File: config.mk
export PLATFORM = sky130hd
export DESIGN_NAME = gia_unit
export DESIGN_NICKNAME = d
export VERILOG_FILES = /design/src/gia_pkg.sv /design/src/gia_unit.sv
export SDC_FILE = /design/constraint.sdc
export NUM_CORES = 1
export LEC_CHECK = 0
export ABC_AREA = 1
export BUFFER_PORTS_ARGS = -buffer_cell sky130_fd_sc_hd__buf_2
export CAP_MARGIN = 20
export CORE_MARGIN = 4
export CORE_UTILIZATION = 45
export DETAILED_ROUTE_END_ITERATION = 6
export PLACE_DENSITY = 0.67
export SYNTH_ARGS = -nofsm -noshare
export SYNTH_HDL_FRONTEND = slang
export SYNTH_SLANG_ARGS = --single-unit
File: constraint.sdc
create_clock -name SYS_CLK -period 3.7 [get_ports SYS_CLK]
set_input_delay 0.74 -clock SYS_CLK [delete_from_list [all_inputs] [get_ports SYS_CLK]]
set_output_delay 0.74 -clock SYS_CLK [all_outputs]
set_load 0.01 [all_outputs]
File: src/gia_pkg.sv
/*
 Shared constants for the guarded integer operation unit: opcodes,
 invalidate shadow length, slot masks, field widths and reset values.
 Assumes a single processor clock and no software-visible registers.
*/
package gia_pkg;
   localparam int DATA_W = 32;
   localparam int OPC_W = 8;
   localparam int IMM_W = 7;
   localparam int SLOT_W = 3;
   localparam int LINE_CNT = 64;
   // Opcodes as issued by the decode stage
   localparam logic [7:0] OPC_IABS = 8'h2c;
   localparam logic [7:0] OPC_IADD = 8'h0c;
   localparam logic [7:0] OPC_IADDI = 8'h05;
   localparam logic [7:0] OPC_IAVG = 8'h19;
   localparam logic [7:0] OPC_BSEL = 8'h38;
   localparam logic [7:0] OPC_CLIP = 8'h4a;
   localparam logic [7:0] OPC_ICLR = 8'hb8;
   // Slot masks, bit n set when slot n may issue the op
   localparam logic [5:0] SLOTS_ALU = 6'h3e;
   localparam logic [5:0] SLOTS_DSP = 6'h0a;
   localparam logic [5:0] SLOTS_BR = 6'h1c;
   // Instructions discarded behind an invalidate-all, issuing one not included
   localparam logic [1:0] ICLR_SHADOW = 2'h3;
   localparam logic [31:0] DATA_RST = 32'h0;
   localparam logic [1:0] CNT_RST = 2'h0;
endpackage

File: src/gia_unit.sv
/*
 Guarded integer operation unit: abs, add, add-immediate, rounding
 average, signed byte select, signed clip and the
 instruction-cache invalidate-all with its valid-bit array.
 Assumes the issue logic presents one op per cycle with its slot number,
 operands already read from the register file (register zero reads 0).
*/
`timescale 1ns/1ps
module gia_unit (
   // Clock, reset, enable
   input wire logic SYS_CLK,
   input wire logic RST_N,
   input wire logic CLK_EN,
   // Issue
   input wire logic ISSUE_VLD,
   input wire logic [2:0] ISSUE_SLOT,
   input wire logic [7:0] ISSUE_OPC,
   input wire logic [6:0] ISSUE_IMM,
   input wire logic [4:0] ISSUE_DEST,
   input wire logic GUARD_EN,
   input wire logic [31:0] GUARD_REG,
   input wire logic [31:0] SRC_A_REG,
   input wire logic [31:0] SRC_B_REG,
   // Cache line fill and prefetch
   input wire logic FILL_VLD,
   input wire logic [5:0] FILL_IDX,
   input wire logic PREF_REQ,
   // Register file write
   output logic WB_EN,
   output logic [4:0] WB_DEST,
   output logic [31:0] WB_DATA,
   // Cache side effects and slot error
   output logic [63:0] LINE_VALID,
   output logic PREF_PEND,
   output logic FETCH_DISCARD,
   output logic SLOT_ERR
);
   ////////////////////////////////////////////////////////////////////
   wire guard_ok = !GUARD_EN || GUARD_REG[0];
   wire [5:0] slot_bit = 6'h01 << ISSUE_SLOT;
   wire is_abs = ISSUE_OPC == gia_pkg::OPC_IABS;
   wire is_add = ISSUE_OPC == gia_pkg::OPC_IADD;
   wire is_addi = ISSUE_OPC == gia_pkg::OPC_IADDI;
   wire is_avg = ISSUE_OPC == gia_pkg::OPC_IAVG;
   wire is_bsel = ISSUE_OPC == gia_pkg::OPC_BSEL;
   wire is_clip = ISSUE_OPC == gia_pkg::OPC_CLIP;
   wire is_iclr = ISSUE_OPC == gia_pkg::OPC_ICLR;
   wire is_one = is_abs || is_add || is_addi || is_bsel;
   wire is_two = is_avg || is_clip;
   wire slot_ok = is_one ? |(slot_bit & gia_pkg::SLOTS_ALU) :
      is_two ? |(slot_bit & gia_pkg::SLOTS_DSP) :
      is_iclr ? |(slot_bit & gia_pkg::SLOTS_BR) : 1'b0;
   wire go = ISSUE_VLD && slot_ok && guard_ok;
   wire bad_slot = ISSUE_VLD && (is_one || is_two || is_iclr) && !slot_ok;
   ////////////////////////////////////////////////////////////////////
   // Single-cycle results
   wire [31:0] sum_ab = SRC_A_REG + SRC_B_REG;
   wire [31:0] sum_imm = SRC_A_REG + {25'h0, ISSUE_IMM};
   // Zero minus a keeps the most negative value as is
   wire [31:0] abs_v = SRC_A_REG[31] ? 32'h0 - SRC_A_REG : SRC_A_REG;
   // Only the low two index bits decode; others are undefined anyway
   wire [7:0] sel_byte = SRC_A_REG[8 * SRC_B_REG[1:0] +: 8];
   wire [31:0] bsel_v = {{24{sel_byte[7]}}, sel_byte};
   wire [31:0] one_res = is_add ? sum_ab : is_addi ? sum_imm :
      is_abs ? abs_v : bsel_v;
   // Two-cycle results, computed at issue and held one stage
   wire [63:0] avg_sum = {{32{SRC_A_REG[31]}}, SRC_A_REG} +
      {{32{SRC_B_REG[31]}}, SRC_B_REG} + 64'h1;
   wire [31:0] avg_v = avg_sum[32:1];
   wire signed [32:0] lo_b = -$signed({1'b0, SRC_B_REG}) - 33'sh1;
   wire signed [32:0] a_s = $signed({SRC_A_REG[31], SRC_A_REG});
   wire signed [32:0] hi_b = $signed({1'b0, SRC_B_REG});
   wire signed [32:0] clip_s = a_s < lo_b ? lo_b : a_s > hi_b ? hi_b : a_s;
   wire [31:0] two_res = is_avg ? avg_v : clip_s[31:0];
   ////////////////////////////////////////////////////////////////////
   logic st_en_q, st_en_d;
   logic [4:0] st_dest_q;
   logic [31:0] st_data_q;
   logic [1:0] shadow_q, shadow_d;
   wire iclr_go = go && is_iclr;
   assign st_en_d = go && is_two;
   assign shadow_d = iclr_go ? gia_pkg::ICLR_SHADOW - 2'h1 :
      shadow_q != gia_pkg::CNT_RST ? shadow_q - 2'h1 : gia_pkg::CNT_RST;

   always_ff @(posedge SYS_CLK) begin
      if (!RST_N) begin
         st_en_q <= 1'b0;
         st_dest_q <= 5'h00;
         st_data_q <= gia_pkg::DATA_RST;
         WB_EN <= 1'b0;
         WB_DEST <= 5'h00;
         WB_DATA <= gia_pkg::DATA_RST;
         shadow_q <= gia_pkg::CNT_RST;
         FETCH_DISCARD <= 1'b0;
         PREF_PEND <= 1'b0;
         SLOT_ERR <= 1'b0;
      end else if (CLK_EN) begin
         st_en_q <= st_en_d;
         st_dest_q <= ISSUE_DEST;
         st_data_q <= two_res;
         // A two-cycle result lands first; a new one-cycle op in the same
         // cycle is a scheduling conflict the issue logic must avoid
         WB_EN <= st_en_q || (go && is_one);
         WB_DEST <= st_en_q ? st_dest_q : ISSUE_DEST;
         WB_DATA <= st_en_q ? st_data_q : one_res;
         shadow_q <= shadow_d;
         FETCH_DISCARD <= iclr_go || shadow_q != gia_pkg::CNT_RST;
         PREF_PEND <= iclr_go ? 1'b0 : (PREF_PEND || PREF_REQ);
         SLOT_ERR <= bad_slot;
      end
   end
   ////////////////////////////////////////////////////////////////////
   // Valid bits only; lock and replacement state live elsewhere
   genvar gi;
   generate
      for (gi = 0; gi < gia_pkg::LINE_CNT; gi++) begin : g_line
         always_ff @(posedge SYS_CLK) begin
            if (!RST_N) begin
               LINE_VALID[gi] <= 1'b0;
            end else if (CLK_EN) begin
               if (iclr_go) begin
                  LINE_VALID[gi] <= 1'b0;
               end else if (FILL_VLD && FILL_IDX == 6'(gi)) begin
                  LINE_VALID[gi] <= 1'b1;
               end
            end
         end
      end
   endgenerate
   ////////////////////////////////////////////////////////////////////
   logic [31:0] exp_add_q;
   logic exp_add_v_q;
   always_ff @(posedge SYS_CLK) begin
      if (!RST_N) begin
         exp_add_q <= gia_pkg::DATA_RST;
         exp_add_v_q <= 1'b0;
      end else if (CLK_EN) begin
         exp_add_q <= SRC_A_REG + SRC_B_REG;
         exp_add_v_q <= go && is_add && !st_en_q;
      end
   end

   chk_add_result: assert property (@(posedge SYS_CLK) disable iff (!RST_N)
      CLK_EN && exp_add_v_q |-> WB_EN && WB_DATA == exp_add_q)
      else $error("add result wrong");
   chk_guard_blocks: assert property (@(posedge SYS_CLK) disable iff (!RST_N)
      CLK_EN && ISSUE_VLD && GUARD_EN && !GUARD_REG[0] && !st_en_q |=> !WB_EN)
      else $error("write despite false guard");
   chk_avg_latency: assert property (@(posedge SYS_CLK) disable iff (!RST_N)
      CLK_EN && go && is_avg ##1 CLK_EN |=> WB_EN && WB_DATA == $past(avg_v, 2))
      else $error("average late or wrong");
   chk_clip_range: assert property (@(posedge SYS_CLK) disable iff (!RST_N)
      CLK_EN && go && is_clip && !SRC_B_REG[31] ##1 CLK_EN |=>
      $signed(WB_DATA) <= $signed($past(SRC_B_REG, 2)))
      else $error("clip above bound");
   chk_iclr_clears: assert property (@(posedge SYS_CLK) disable iff (!RST_N)
      CLK_EN && iclr_go |=> LINE_VALID == 64'h0)
      else $error("valid bits survive invalidate");
   chk_iclr_prefetch: assert property (@(posedge SYS_CLK) disable iff (!RST_N)
      CLK_EN && iclr_go |=> !PREF_PEND)
      else $error("prefetch survives invalidate");
   chk_shadow_three: assert property (@(posedge SYS_CLK) disable iff (!RST_N)
      CLK_EN && iclr_go ##1 (CLK_EN && !iclr_go) [*3] |->
      $past(FETCH_DISCARD, 2) && $past(FETCH_DISCARD) && FETCH_DISCARD ##1 !FETCH_DISCARD)
      else $error("discard window not three");
   chk_false_iclr: assert property (@(posedge SYS_CLK) disable iff (!RST_N)
      CLK_EN && ISSUE_VLD && is_iclr && !guard_ok && !FILL_VLD |=>
      LINE_VALID == $past(LINE_VALID))
      else $error("false guard changed cache");
   chk_abs_wrap: assert property (@(posedge SYS_CLK) disable iff (!RST_N)
      CLK_EN && go && is_abs && !st_en_q && SRC_A_REG == 32'h80000000 |=>
      WB_DATA == 32'h80000000)
      else $error("abs of min not wrapped");
   // Slot and operand checks written from the op rules, not from the masks
   chk_avg_slots: assert property (@(posedge SYS_CLK) disable iff (!RST_N)
      CLK_EN && ISSUE_VLD && is_avg && ISSUE_SLOT != 3'h1 && ISSUE_SLOT != 3'h3 |=>
      SLOT_ERR && !st_en_q)
      else $error("average issued in wrong slot");
   chk_iclr_slots: assert property (@(posedge SYS_CLK) disable iff (!RST_N)
      CLK_EN && ISSUE_VLD && is_iclr && !FILL_VLD && (ISSUE_SLOT < 3'h2 || ISSUE_SLOT > 3'h4)
      |=> SLOT_ERR && LINE_VALID == $past(LINE_VALID))
      else $error("invalidate issued in wrong slot");
   chk_addi_result: assert property (@(posedge SYS_CLK) disable iff (!RST_N)
      CLK_EN && go && is_addi && !st_en_q |=>
      WB_EN && WB_DATA == $past(SRC_A_REG) + {25'h0, $past(ISSUE_IMM)})
      else $error("add-immediate result wrong");
   chk_bsel_sign: assert property (@(posedge SYS_CLK) disable iff (!RST_N)
      CLK_EN && go && is_bsel && !st_en_q |=> WB_DATA[31:8] == {24{WB_DATA[7]}})
      else $error("byte select not sign-extended");
   chk_abs_positive: assert property (@(posedge SYS_CLK) disable iff (!RST_N)
      CLK_EN && go && is_abs && !st_en_q && SRC_A_REG != 32'h80000000 |=>
      WB_EN && !WB_DATA[31])
      else $error("abs result negative");
   chk_false_pref: assert property (@(posedge SYS_CLK) disable iff (!RST_N)
      CLK_EN && ISSUE_VLD && is_iclr && !guard_ok && !PREF_REQ && shadow_q == gia_pkg::CNT_RST
      |=> PREF_PEND == $past(PREF_PEND) && !FETCH_DISCARD)
      else $error("false guard disturbed fetch");
   cov_guard_false: cover property (@(posedge SYS_CLK) ISSUE_VLD && !guard_ok);
   cov_avg: cover property (@(posedge SYS_CLK) go && is_avg);
   cov_clip: cover property (@(posedge SYS_CLK) go && is_clip);
   cov_iclr: cover property (@(posedge SYS_CLK) iclr_go);
   cov_slot_err: cover property (@(posedge SYS_CLK) SLOT_ERR);
endmodule

After elaboration in Yosys (flattened, before gate mapping)

Index checks and enable logic that the tools add are counted.

Flip-flop bits (word level): 145
Input bits: 132

Add/subtract/negate cells: 8
Order comparisons: 2
Equality and inequality tests: 70
Shift-type cells: 2
Mux-type cells: 143
Reduce and logical (&&, ||, !) cells: 216

Operators with widths:

| kind                                               | number |
|---|---|
| two-way mux 32 bit                                 | 8 |
| == test 6 bit, second input constant               | 32 |
| two-way mux 1 bit                                  | 132 |
| nonzero test 2 bit                                 | 65 |
| AND reduction 2 bit                                | 64 |
| == test 6 x 5 -> 1 bit, second input constant      | 16 |
| logical AND 1 bit                                  | 71 |
| == test 6 x 4 -> 1 bit, second input constant      | 8 |
| adder 32 x 32 -> 33 bit                            | 1 |
| adder 33 x 2 -> 33 bit, second input constant      | 1 |
| greater-than comparator 32 x 33 -> 1 bit           | 1 |
| < comparator 32 x 33 -> 1 bit                      | 1 |
| negation 32 -> 33 bit                              | 1 |
| subtractor 33 x 2 -> 33 bit, second input constant | 1 |
| adder 32 bit                                       | 1 |
| adder 32 x 7 -> 32 bit                             | 1 |
| indexed part select 32 x 6 -> 8 bit                | 1 |
| subtractor 1 x 32 -> 32 bit, first input constant  | 1 |
| == test 6 x 3 -> 1 bit, second input constant      | 4 |
| == test 8 x 6 -> 1 bit, second input constant      | 2 |
| == test 6 x 2 -> 1 bit, second input constant      | 2 |
| logical OR 1 bit                                   | 10 |
| == test 8 x 3 -> 1 bit, second input constant      | 1 |
| == test 8 x 4 -> 1 bit, second input constant      | 1 |
| other kinds (13)                                   | 15 |

Longest topological paths before layout

Gate-level depths: netlist of the first run.

Depth in word-level cells: 10
Mapped depth: 21
Gate-level depth less buffers: 19

Least setup slack after synthesis of the first run

Ideal clock, no wire load.

Kind: input-to-reg
Start point: input port SRC_B_REG[0]
End point: register st_data_q[23]
Arrival time: 2800 ps
Data required time: 3630 ps
Path slack: 831 ps
Stages: 16
Buffers on the path: 1
Cell sequence: inv_1 clkbuf_1 ha_1 inv_1 fa_1 a21oi_1 o21ai_0 nand2_1 nand2_1 nand2_1 nand2_1 nand2_1 nand2_1 o21ai_0 inv_1 a21oi_1

Cells in the longest elaborated chain, start to end: 5
Elaborated cells on any way between the ends: 9
Classes of those cells: 4 x add/sub; 2 x order compare; 3 x mux

RTL lines:

| item                          | line            | source |
|---|---|---|
| from (decl)                   | gia_unit.sv:23  | `input wire logic [31:0] SRC_B_REG,` |
| negation 32 -> 33 bit         | gia_unit.sv:70  | `wire signed [32:0] lo_b = -$signed({1'b0, SRC_B_REG}) - 33'sh1;` |
| subtractor 33 x 2 -> 33 bit   | gia_unit.sv:70  |  |
| < comparator 32 x 33 -> 1 bit | gia_unit.sv:73  | `wire signed [32:0] clip_s = a_s < lo_b ? lo_b : a_s > hi_b ? hi_b : a_s;` |
| two-way mux 32 bit            | gia_unit.sv:73  |  |
| two-way mux 32 bit (*)        | gia_unit.sv:74  | `wire [31:0] two_res = is_avg ? avg_v : clip_s[31:0];` |
| to (signal assigned)          | gia_unit.sv:89  | `st_data_q <= gia_pkg::DATA_RST;` |
| to (signal assigned)          | gia_unit.sv:100 | `st_data_q <= two_res;` |
| to (decl)                     | gia_unit.sv:78  | `logic [31:0] st_data_q;` |

Mark *: on every way between the ends. The rest lies on a longest branch, timed or not.
A chain may end at the register's enable or synchronous reset.

Worst setup path after layout of the first run

Start point: input port SRC_B_REG[24]
End point: register st_data_q[8]

Cells in the longest elaborated chain, start to end: 5
Elaborated cells on any way between the ends: 7
Classes of those cells: 2 x add/sub; 2 x order compare; 3 x mux

RTL lines:

| item                          | line |
|---|---|
| negation 32 -> 33 bit         | gia_unit.sv:70 |
| subtractor 33 x 2 -> 33 bit   | gia_unit.sv:70 |
| < comparator 32 x 33 -> 1 bit | gia_unit.sv:73 |
| two-way mux 32 bit (*)        | gia_unit.sv:73 |
| two-way mux 32 bit (*)        | gia_unit.sv:74 |

Marked as above.

==> flow_summary.json, run 1 <==
{
  "grt.total_usage": 0.349,
  "coreArea_um2": 28900,
  "synth_warnings": 0,
  "grt.overflow.total": 0,
  "cellLeakagePower_nw": 8.08,
  "synth_seq_cells": 145,
  "fp.dieH_um": 179,
  "fp.dieArea_um2": 32200,
  "clock_tree_from_tritoncts": "yes",
  "final_ant_viol_nets": 0,
  "max_cap_viol_count": 0,
  "finalMaxSlewViolations": 0,
  "finalPower_mw": 5.06,
  "floorplan.initialDensity": 0.458,
  "drt-initial-drc-count": 2024,
  "synthesis.instances": 2337,
  "clk_root_buffer_cell": "sky130_fd_sc_hd__clkbuf_16",
  "remaining_drc_errors": 0,
  "syn_area_per_cell_um2": 5.66,
  "synthFlopType": "sky130_fd_sc_hd__dfxtp_1",
  "place_hpwl_um": 46900,
  "antenna_found_initial": 0,
  "synth.cell_area_um2": 13200,
  "most_common_cell_in_the_synthesized_netlist": "sky130_fd_sc_hd__nand2_1",
  "pwr_density_cell_nw_per_um2": 325,
  "place_congestion": 0.989,
  "crit_type": "in2reg",
  "worst-endpoint-arrival_ns": 3.51,
  "fmaxAchievable_ghz": 0.314,
  "pre_cts_ws_ns": 0.149,
  "synth_enable_flop_cells": 0,
  "worst_ir_drop_vdd_v": 0.000282,
  "avgViaCountPerCell": 5.67,
  "post_cts.repair.setup_buffers": 0,
  "status": "completed",
  "wire_length_of_the_first_global_routing_pass_um": 88700,
  "post_synth_num_cell_types": 47,
  "fin_nets": 2755,
  "timing.final.setup_violations": 0,
  "fin_hold_ws_ns": 0.462,
  "worst_setup_path_start_kind": "input port",
  "place_area_um2": 14900,
  "ys_top_cells_by_count": "641 x sky130_fd_sc_hd__nand2_1, 279 x sky130_fd_sc_hd__nor2_1, 268 x sky130_fd_sc_hd__a21oi_1",
  "finalInstanceArea_um2": 15600,
  "period_needed_ns": 3.19,
  "timing.reg2reg.setup_slack_ns": 1.85,
  "clkTransAtPathRegs_ns": 0.07,
  "number_of_global_route_vias_before_repair": 15100,
  "clk-insertion-delay-late_ns": 0.45,
  "tightestPinTransition_ns": 0.868,
  "cp.required_ns": 4.02,
  "dr.pass1.iters": 6,
  "yosysTopAreaCell": "sky130_fd_sc_hd__dfxtp_1",
  "rows": 62,
  "synth_nets": 2547,
  "timing_hold_violations_final": 0,
  "postSynth.asyncResetShare": 0,
  "layout.filler_cells": 3162,
  "postCtsHoldBufs": 0,
  "timing.final.crit_share": 0.862,
  "yosys-top-cells-area": "sky130_fd_sc_hd__dfxtp_1 22%, sky130_fd_sc_hd__nand2_1 18%, sky130_fd_sc_hd__a21oi_1 10%",
  "synth.yosys.seq_area_share": 0.220,
  "holdCritPathClass": "reg2reg",
  "wirelength_um": 59100,
  "setup.worst_path.end_class": "register",
  "setup_slack_ns": 0.511,
  "ctsLongestPathBuffers": 2,
  "cts-buffers-inserted": 17,
  "totalNegativeSetupSlack_ns": 0,
  "post-synth-top-area-fraction": 0.220,
  "post_cts.resized_instances": 0,
  "timing.critical_path.fanout_max": 31,
  "wl_per_cell_um": 20.1,
  "design.portCount": 237,
  "buffer_ports.inserted": 205,
  "die_x_um": 179,
  "clock-skew-final_ns": 0.0264,
  "h-tree-depth": 4,
  "grt_start_max_net_pins": 66,
  "vias": 16700,
  "final_layout_size_suffix_gt1_frac": 0.139,
  "clock-sinks": 145,
  "antenna_cells_inserted": 0,
  "grt_setup_unrepaired": "no",
  "slew-limit-headroom": 0.415,
  "area_growth_syn_to_layout_pct": 17.7
}
==> kinds of logic (layout without fill, tap and decap cells) <==
logic type / Yosys count / count (layout) / synth area share
AND/OR/NAND/NOR: 1209 / 1209 / 0.379
buffers and inverters: 382 / 603 / 0.115
flip-flops: 145 / 145 / 0.220
XOR/XNOR: 15 / 15 / 0.00994
adder cells (fa/ha/maj): 78 / 78 / 0.0755
AO/OA/AOI/OAI: 508 / 508 / 0.201
==> layer usage <==
| layer | vias to the layer above | track usage | routed length [um] | share of wire |
|---|---|---|---|---|
| met5 | - | 0 | 0 | 0 |
| met4 | 0 | 0.110 | 1830 | 0.031 |
| met3 | 94 | 0.0612 | 5830 | 0.099 |
| met2 | 830 | 0.533 | 25300 | 0.43 |
| met1 | 7739 | 0.501 | 26200 | 0.44 |
| li1 | 8006 | - | - | - |
==> registers in the layout (all words and copies together), names as in the netlist <==
name,cells
WB_DEST,5
shadow_q,2
st_dest_q,5
WB_EN,1
st_en_q,1
st_data_q,32
SLOT_ERR,1
FETCH_DISCARD,1
LINE_VALID,64
WB_DATA,32
PREF_PEND,1
==> through the flow <==
step                instances   util
detailed placement       2910  0.518
floorplan                2337      -
finish                   2942  0.539
global placement         2910  0.518
CTS                      2942  0.539
global route             2942  0.539
==> critical path: stages <==
cell and delay, ns:
sky130_fd_sc_hd__buf_2 0.12, sky130_fd_sc_hd__inv_1 0.05, sky130_fd_sc_hd__ha_1 0.38, sky130_fd_sc_hd__inv_1 0.13, sky130_fd_sc_hd__a21oi_1 0.24, sky130_fd_sc_hd__o21ai_0 0.23
sky130_fd_sc_hd__a21oi_1 0.22, sky130_fd_sc_hd__nor2_1 0.06, sky130_fd_sc_hd__nor2_1 0.17, sky130_fd_sc_hd__nand2_1 0.09, sky130_fd_sc_hd__nand2_2 0.09, sky130_fd_sc_hd__nand2_4 0.05
sky130_fd_sc_hd__inv_2 0.54, sky130_fd_sc_hd__nand2_1 0.11, sky130_fd_sc_hd__nand3_1 0.18, sky130_fd_sc_hd__a21oi_1 0.08
==> power by group <==
group / leakage, nW / total, mW / internal, mW / switching (mW)
Sequential: 1.19 / 1.67 / 1.63 / 0.0401
Clock: 0.307 / 1.89 / 1.05 / 0.837
Combinational: 6.59 / 1.50 / 0.466 / 1.04
==> cells in the final DEF, fill, tap and decap left out, types with 5 or more instances in the layout <==
master / instances
sky130_fd_sc_hd__nand2_1: 640
sky130_fd_sc_hd__nor2_1: 278
sky130_fd_sc_hd__a21oi_1: 268
sky130_fd_sc_hd__inv_1: 264
sky130_fd_sc_hd__nand3_1: 219
sky130_fd_sc_hd__buf_2: 204
sky130_fd_sc_hd__o21ai_0: 192
sky130_fd_sc_hd__dfxtp_1: 145
sky130_fd_sc_hd__buf_4: 86
sky130_fd_sc_hd__ha_1: 75
sky130_fd_sc_hd__nand4_1: 25
sky130_fd_sc_hd__nor3_1: 23
sky130_fd_sc_hd__o211ai_1: 19
sky130_fd_sc_hd__clkbuf_16: 17
sky130_fd_sc_hd__xor2_1: 15
sky130_fd_sc_hd__inv_2: 12
sky130_fd_sc_hd__a21o_1: 7
sky130_fd_sc_hd__nor2_2: 6
sky130_fd_sc_hd__inv_6: 6
sky130_fd_sc_hd__o21bai_1: 5
sky130_fd_sc_hd__inv_8: 5
==> worst paths after layout <==
kind / from / end / cells after the start
worst max-delay path: SRC_B_REG[24] / st_data_q[8] / 16
worst min-delay path: WB_DATA[19] / WB_DATA[19] / 2
worst max register to register: st_en_q / WB_DATA[15] / 6
worst min register to register: WB_DATA[19] / WB_DATA[19] / 2
==> final cells by class <==
| cell class | count | area [um^2] | share of cell area |
|---|---|---|---|
| Multi-Input combinational cell | 1810 | 8810 | 0.566 |
| Inverter | 279 | 1050 | 0.0673 |
| Timing Repair Buffer | 292 | 1710 | 0.110 |
| Clock inverter | 14 | 178 | 0.0114 |
| Clock buffer | 18 | 439 | 0.0282 |
| Sequential cell | 145 | 2900 | 0.187 |
| Tap cell | 384 | 480 | 0.0309 |
Note: power is estimated with default switching activity, not from simulation.
==> run 2: changes to the inputs <==
--- a/config.mk
+++ b/config.mk
@@ -12,6 +12,7 @@
 export CORE_UTILIZATION = 45
 export DETAILED_ROUTE_END_ITERATION = 6
 export PLACE_DENSITY = 0.67
+export SKIP_CTS_REPAIR_TIMING = 1
 export SYNTH_ARGS = -nofsm -noshare
 export SYNTH_HDL_FRONTEND = slang
 export SYNTH_SLANG_ARGS = --single-unit
==> constraint.sdc (replaced) <==
create_clock -name SYS_CLK -period 3.9 [get_ports SYS_CLK]
set_input_delay 0.78 -clock SYS_CLK [delete_from_list [all_inputs] [get_ports SYS_CLK]]
set_output_delay 0.78 -clock SYS_CLK [all_outputs]
set_load 0.01 [all_outputs]
==> run 2 against run 1 <==
Largest cell class unchanged; final cell count shrank 1.0%; the flow now finishes with violations (DRC); clock skew shrank 0.014 ns; global-route usage shrank 1.1 points.
==> flow_summary.json, run 2 (synthesis results as in run 1) <==
{
  "layout.cells.most_common_list": "640 x sky130_fd_sc_hd__nand2_1, 278 x sky130_fd_sc_hd__nor2_1, 268 x sky130_fd_sc_hd__a21oi_1",
  "clock_tree_from_tritoncts": "yes",
  "internal-power_mw": 2.84,
  "dr.pass1.iters": 7,
  "pwr-share-seq": 0.338,
  "timing.critical_path.fanout_max": 14,
  "pwr_density_cell_nw_per_um2": 305,
  "clock-sinks": 145,
  "wire_length_of_the_first_global_routing_pass_um": 87000,
  "clkTransAtPathRegs_ns": 0.07,
  "path_common_cell": "sky130_fd_sc_hd__nand2_1",
  "cp_delay_by_family_top": "simple AND/OR/NAND/NOR gates",
  "place_hpwl_um": 44400,
  "number_of_global_route_vias_before_repair": 15100,
  "finalPower_mw": 4.68,
  "utilization": 0.531,
  "rows": 62,
  "setup.worst_path.end_class": "register",
  "grt.overflow.total": 0,
  "avgViaCountPerCell": 5.71,
  "fp.dieH_um": 179,
  "fp.dieArea_um2": 32200,
  "power_frac_comb": 0.294,
  "h-tree-depth": 4,
  "worst_ir_drop_vdd_v": 0.000340,
  "fmaxAchievable_ghz": 0.316,
  "top_register": "LINE_VALID",
  "worst-endpoint-arrival_ns": 3.52,
  "timing.reg2reg.setup_slack_ns": 1.68,
  "coreArea_um2": 28900,
  "worst_setup_path_start_kind": "input port",
  "cellLeakagePower_nw": 7.93,
  "layout_commonest_cell": "sky130_fd_sc_hd__nand2_1",
  "antenna_found_initial": 0,
  "crit_path_max_cell_delay_ns": 0.49,
  "grt.total_usage": 0.338,
  "max_reg_flops": 64,
  "area_growth_syn_to_layout_pct": 16.0,
  "timing.final.crit_share": 0.812,
  "design.portCount": 237,
  "timing.critical_path.slowest_stage_cell": "sky130_fd_sc_hd__ha_1",
  "ctsLongestPathBuffers": 2,
  "grt_setup_unrepaired": "no",
  "violations": "DRC",
  "wirelength_um": 56700,
  "clock-skew-final_ns": 0.0128,
  "wl_per_cell_um": 19.5,
  "die_x_um": 179,
  "finalMaxSlewViolations": 0,
  "remaining_drc_errors": 10,
  "cp.required_ns": 4.26,
  "vias": 16600,
  "power.share.switching": 0.394,
  "crit_buf_inv": 3,
  "final_ant_viol_nets": 0,
  "max_cap_viol_count": 0,
  "drt-initial-drc-count": 2185,
  "slew-limit-headroom": 0.361,
  "buffer_ports.inserted": 205,
  "p_clk_frac": 0.367,
  "grt_start_max_net_pins": 66,
  "crit_type": "in2reg",
  "totalNegativeSetupSlack_ns": 0,
  "fin_hold_ws_ns": 0.463,
  "crit_path_cell_trace": "buf_2 > ha_1 > nand4_1 > nor3_1 > nand2_1 > nand2_1 > nand2_1 > nand3_1 > nand2_1 > inv_1 > buf_4 > nand2_1 > nand3_1 > nand3_1 > a21oi_1",
  "floorplan.initialDensity": 0.458,
  "clk-insertion-delay-late_ns": 0.44,
  "period_needed_ns": 3.17,
  "cts-buffers-inserted": 17,
  "holdCritPathClass": "reg2reg",
  "status": "finished, violations left",
  "timing.final.setup_violations": 0,
  "final_layout_size_suffix_gt1_frac": 0.128,
  "fin_nets": 2724,
  "switching_power_mw": 1.84,
  "timing_hold_violations_final": 0,
  "biggestRegsByFlops": "LINE_VALID x64, WB_DATA x32, st_data_q x32",
  "tightestPinTransition_ns": 0.959,
  "clk_root_buffer_cell": "sky130_fd_sc_hd__clkbuf_16",
  "place_congestion": 1.02
}
-- run 2: cell types whose count changed in the layout (fill, tap and decap cells not counted), sizes merged --
cell,change
clkinv,+6
inv,-3
diode,+1
bufinv,-2
buf,-31
clkbuf,-1
-- run 2: per-stage QoR --
stage / cell area [um^2] / cells / setup slack [ns]
finish: 15300 / 2912 / 0.733
global route: 15300 / 2911 / 0.449
CTS: 15300 / 2911 / 0.816
detailed placement: 14700 / 2879 / 0.370
global placement: 14700 / 2879 / 0.368
floorplan: 13200 / 2337 / 0.991
-- run 2: final cells by class --
cell class              instances  area, um^2
diodes                          1        2.50
clock buffers                  17         425
clock inverters                15         181
fillers                      3169       13500
inverters                     279        1050
multi-input cells            1810        8810
flip-flops and latches        145        2900
well taps                     384         480
repair buffers                261        1490
-- run 2: path summary, 6_finish.rpt --
| path | start | depth (start not counted) | end |
|---|---|---|---|
| worst min-delay path | WB_DATA[1] | 2 | WB_DATA[1] |
| worst max register to register | st_en_q | 4 | WB_DATA[8] |
| worst min register to register | WB_DATA[1] | 2 | WB_DATA[1] |
| worst max-delay path | SRC_A_REG[16] | 15 | st_data_q[1] |
-- run 2: metal layers --
layer  vias to the layer above  routed length, um  GRT usage
li1                       7940                  -          -
met1                      7707              24600      0.476
met2                       843              24900      0.528
met3                       130               5240     0.0509
met4                         0               1980      0.117
met5                         -                  0          0
-- run 2: worst register-to-register path: cells and delay by family, from the launching register on --
family | cells | cell delay, ns
AO/OA/AOI/OAI | 3 | 0.86
flip-flops | 1 | 0.50
buffers and inverters | 1 | 0.74
-- run 2: power by group through the flow --
| stage | combinational, mW | clock, mW | sequential, mW |
|---|---|---|---|
| floorplan | 0.828 | 0 | 1.62 |
| global placement | 1.32 | 0 | 1.61 |
| detailed placement | 1.33 | 0 | 1.62 |
| CTS | 1.34 | 1.74 | 1.58 |
| global route | 1.52 | 1.78 | 1.59 |
| finish | 1.38 | 1.72 | 1.58 |
==> run 3: changes to the inputs <==
--- a/config.mk
+++ b/config.mk
@@ -5,7 +5,7 @@
 export SDC_FILE = /design/constraint.sdc
 export NUM_CORES = 1
 export LEC_CHECK = 0
-export ABC_AREA = 1
+export ABC_AREA = 0
 export BUFFER_PORTS_ARGS = -buffer_cell sky130_fd_sc_hd__buf_2
 export CAP_MARGIN = 20
 export CORE_MARGIN = 4
==> constraint.sdc (replaced) <==
create_clock -name SYS_CLK -period 3.3 [get_ports SYS_CLK]
set_input_delay 0.66 -clock SYS_CLK [delete_from_list [all_inputs] [get_ports SYS_CLK]]
set_output_delay 0.66 -clock SYS_CLK [all_outputs]
set_load 0.01 [all_outputs]
==> run 3 against run 2 <==
The flow still finishes with violations (DRC); sequential power grew 19%; wire length shrank 5.1%; critical endpoint is now st_data_q[14]; clock skew shrank 0.0020 ns; via count shrank 8.7%; final cell count shrank 14%; area after synthesis shrank 6.6%; highest routed layer unchanged; combinational power grew 62%; sequential share of layout area shrank 1.7 points; total power grew 31%.
==> flow_summary.json, run 3 <==
{
  "status": "finished, violations left",
  "violations": "DRC",
  "crit_path_max_cell_delay_ns": 0.58,
  "worst_setup_path_start_kind": "input port",
  "floorplan.initialDensity": 0.458,
  "worst_r2r_startpoint": "st_en_q",
  "fp.dieArea_um2": 30200,
  "synth_seq_cells": 145,
  "crit_path_cell_trace": "buf_2 > ha_1 > or4_4 > nor3_4 > and3_2 > o2111ai_2 > a41oi_2 > a31oi_4 > buf_12 > a2111oi_0 > a31oi_1 > a22o_1",
  "ys_top_cells_by_count": "194 x sky130_fd_sc_hd__a21oi_1, 182 x sky130_fd_sc_hd__nor2_1, 145 x sky130_fd_sc_hd__dfxtp_1",
  "cp_delay_by_family_top": "compound AO/OA/AOI/OAI gates",
  "biggestRegsByFlops": "LINE_VALID x64, WB_DATA x32, st_data_q x32",
  "synth_warnings": 0,
  "fp.dieH_um": 174,
  "cellLeakagePower_nw": 7.49,
  "clk-insertion-delay-late_ns": 0.42,
  "r2r_cells": 5,
  "postSynth.asyncResetShare": 0,
  "layout.cells.most_common_list": "366 x sky130_fd_sc_hd__buf_4, 204 x sky130_fd_sc_hd__buf_2, 193 x sky130_fd_sc_hd__a21oi_1",
  "fin_hold_ws_ns": 0.465,
  "cts-buffers-inserted": 17,
  "synth_nets": 1893,
  "final_layout_size_suffix_gt1_frac": 0.302,
  "max_cap_viol_count": 0,
  "syn_area_per_cell_um2": 7.34,
  "post-synth-top-area-fraction": 0.235,
  "timing.critical_path.slowest_stage_cell": "sky130_fd_sc_hd__or4_4",
  "clk_root_buffer_cell": "sky130_fd_sc_hd__clkbuf_16",
  "timing.rr.end": "WB_DATA[6]",
  "holdCritPathClass": "reg2reg",
  "grt_setup_unrepaired": "yes",
  "finalPower_mw": 6.15,
  "antenna_found_initial": 0,
  "worst_ir_drop_vdd_v": 0.000319,
  "wl_per_cell_um": 21.5,
  "layout.filler_cells": 2495,
  "synth.cell_area_um2": 12300,
  "buffer_ports.inserted": 205,
  "synth_enable_flop_cells": 0,
  "wirelength_um": 53800,
  "setup.worst_path.end_class": "register",
  "h-tree-depth": 4,
  "post_synth_num_cell_types": 82,
  "timing.reg2reg.setup_slack_ns": 1.36,
  "vias": 15200,
  "timing.final.crit_share": 0.981,
  "clock-skew-final_ns": 0.0108,
  "top_register": "LINE_VALID",
  "synth.yosys.seq_area_share": 0.235,
  "crit_buf_inv": 2,
  "area_growth_syn_to_layout_pct": 36.4,
  "rows": 60,
  "finalMaxSlewViolations": 0,
  "place_congestion": 1.04,
  "pre_cts_ws_ns": -0.338,
  "synthFlopType": "sky130_fd_sc_hd__dfxtp_1",
  "fmaxAchievable_ghz": 0.309,
  "wire_length_of_the_first_global_routing_pass_um": 82300,
  "slew-limit-headroom": 0.495,
  "final_ant_viol_nets": 0,
  "timing.final.setup_violations": 0,
  "synthesis.instances": 1683,
  "timing.critical_path.fanout_max": 32,
  "timing_hold_violations_final": 0,
  "totalNegativeSetupSlack_ns": 0,
  "setup_slack_ns": 0.0612,
  "fin_nets": 2363,
  "tightestPinTransition_ns": 0.757,
  "max_reg_flops": 64,
  "coreArea_um2": 27000,
  "ctsLongestPathBuffers": 2,
  "avgViaCountPerCell": 6.05,
  "remaining_drc_errors": 6,
  "period_needed_ns": 3.24,
  "cp.required_ns": 3.61,
  "grt.total_usage": 0.341,
  "worst_hold_path.num_cells": 2,
  "antenna_cells_inserted": 0,
  "clock-sinks": 145,
  "pwr_density_cell_nw_per_um2": 365,
  "number_of_global_route_vias_before_repair": 14300,
  "clock_tree_from_tritoncts": "yes",
  "place_hpwl_um": 42600,
  "grt.overflow.total": 0,
  "worst-endpoint-arrival_ns": 3.55,
  "min_delay_worst_endpoint": "LINE_VALID[38]",
  "yosys-top-cells-area": "sky130_fd_sc_hd__dfxtp_1 24%, sky130_fd_sc_hd__a21oi_1 7.9%, sky130_fd_sc_hd__ha_1 7.6%",
  "crit_type": "in2reg",
  "hp-start": "LINE_VALID[38]",
  "dr.pass1.iters": 7,
  "drt-initial-drc-count": 1627,
  "layout_commonest_cell": "sky130_fd_sc_hd__buf_4",
  "grt_start_max_net_pins": 71,
  "most_common_cell_in_the_synthesized_netlist": "sky130_fd_sc_hd__a21oi_1",
  "design.portCount": 237,
  "utilization": 0.625,
  "die_x_um": 174,
  "yosysTopAreaCell": "sky130_fd_sc_hd__dfxtp_1",
  "clkTransAtPathRegs_ns": 0.07
}
## run 3: cell types whose count changed after synthesis, sizes merged, moves of 71 or more
cell | before | now
a21oi | 269 | 195
inv | 276 | 87
nand2 | 644 | 115
nand3 | 221 | 49
nor2 | 285 | 182
o21ai | 196 | 109
xnor2 | 0 | 71
## run 3: power by group
part	switching, mW	internal [mW]
logic	1.26	0.975
registers	0.0559	1.83
clock network	0.934	1.09
total	2.25	3.90
## run 3: worst min-delay path, stage by stage (launching register included)
cell                      delay (ns)
sky130_fd_sc_hd__dfxtp_1        0.33
sky130_fd_sc_hd__a21oi_1        0.04
sky130_fd_sc_hd__nor2_1         0.07
## run 3: kinds of logic (layout without fill, tap and decap cells)
group,count (synthesis),count (layout),synth area share
buffers and inverters,213,696,0.0694
XOR/XNOR,103,103,0.0737
AO/OA/AOI/OAI,589,589,0.310
adder cells (fa/ha/maj),78,78,0.0809
AND/OR/NAND/NOR,532,532,0.205
flip-flops,145,145,0.235
multiplexers,23,23,0.0258
## run 3: layout make-up
class	count	area, um^2	share of cell area
multi-input combinational	1325	8670	0.515
clock buffer	17	425	0.0253
inverter	87	327	0.0194
clock inverter	15	185	0.0110
sequential	145	2900	0.172
tap	341	427	0.0253
timing repair buffer	577	3910	0.232
## run 3: worst max-delay path by stage
stage	startpoint	end	depth (start not counted)
6_report	SRC_A_REG[26]	st_data_q[14]	12
5_1_grt	SRC_B_REG[26]	st_data_q[14]	13
4_1_cts	SRC_A_REG[26]	st_data_q[25]	12
3_5_place_dp	SRC_A_REG[26]	st_data_q[25]	12
3_3_place_gp	SRC_A_REG[26]	st_data_q[25]	12
2_1_floorplan	ISSUE_IMM[0]	WB_DATA[28]	13
## run 3: routing by layer
layer / up-vias / track usage / wire [um]
li1: 7102 / - / -
met1: 7090 / 0.473 / 22800
met2: 864 / 0.536 / 23700
met3: 111 / 0.0766 / 5880
met4: 0 / 0.0934 / 1470
met5: - / 0 / 0
## run 3: stage by stage
stage,instances,cell area (um^2)
floorplan,1683,12400
global placement,2475,16200
detailed placement,2475,16200
CTS,2507,16800
global route,2507,16800
finish,2507,16800
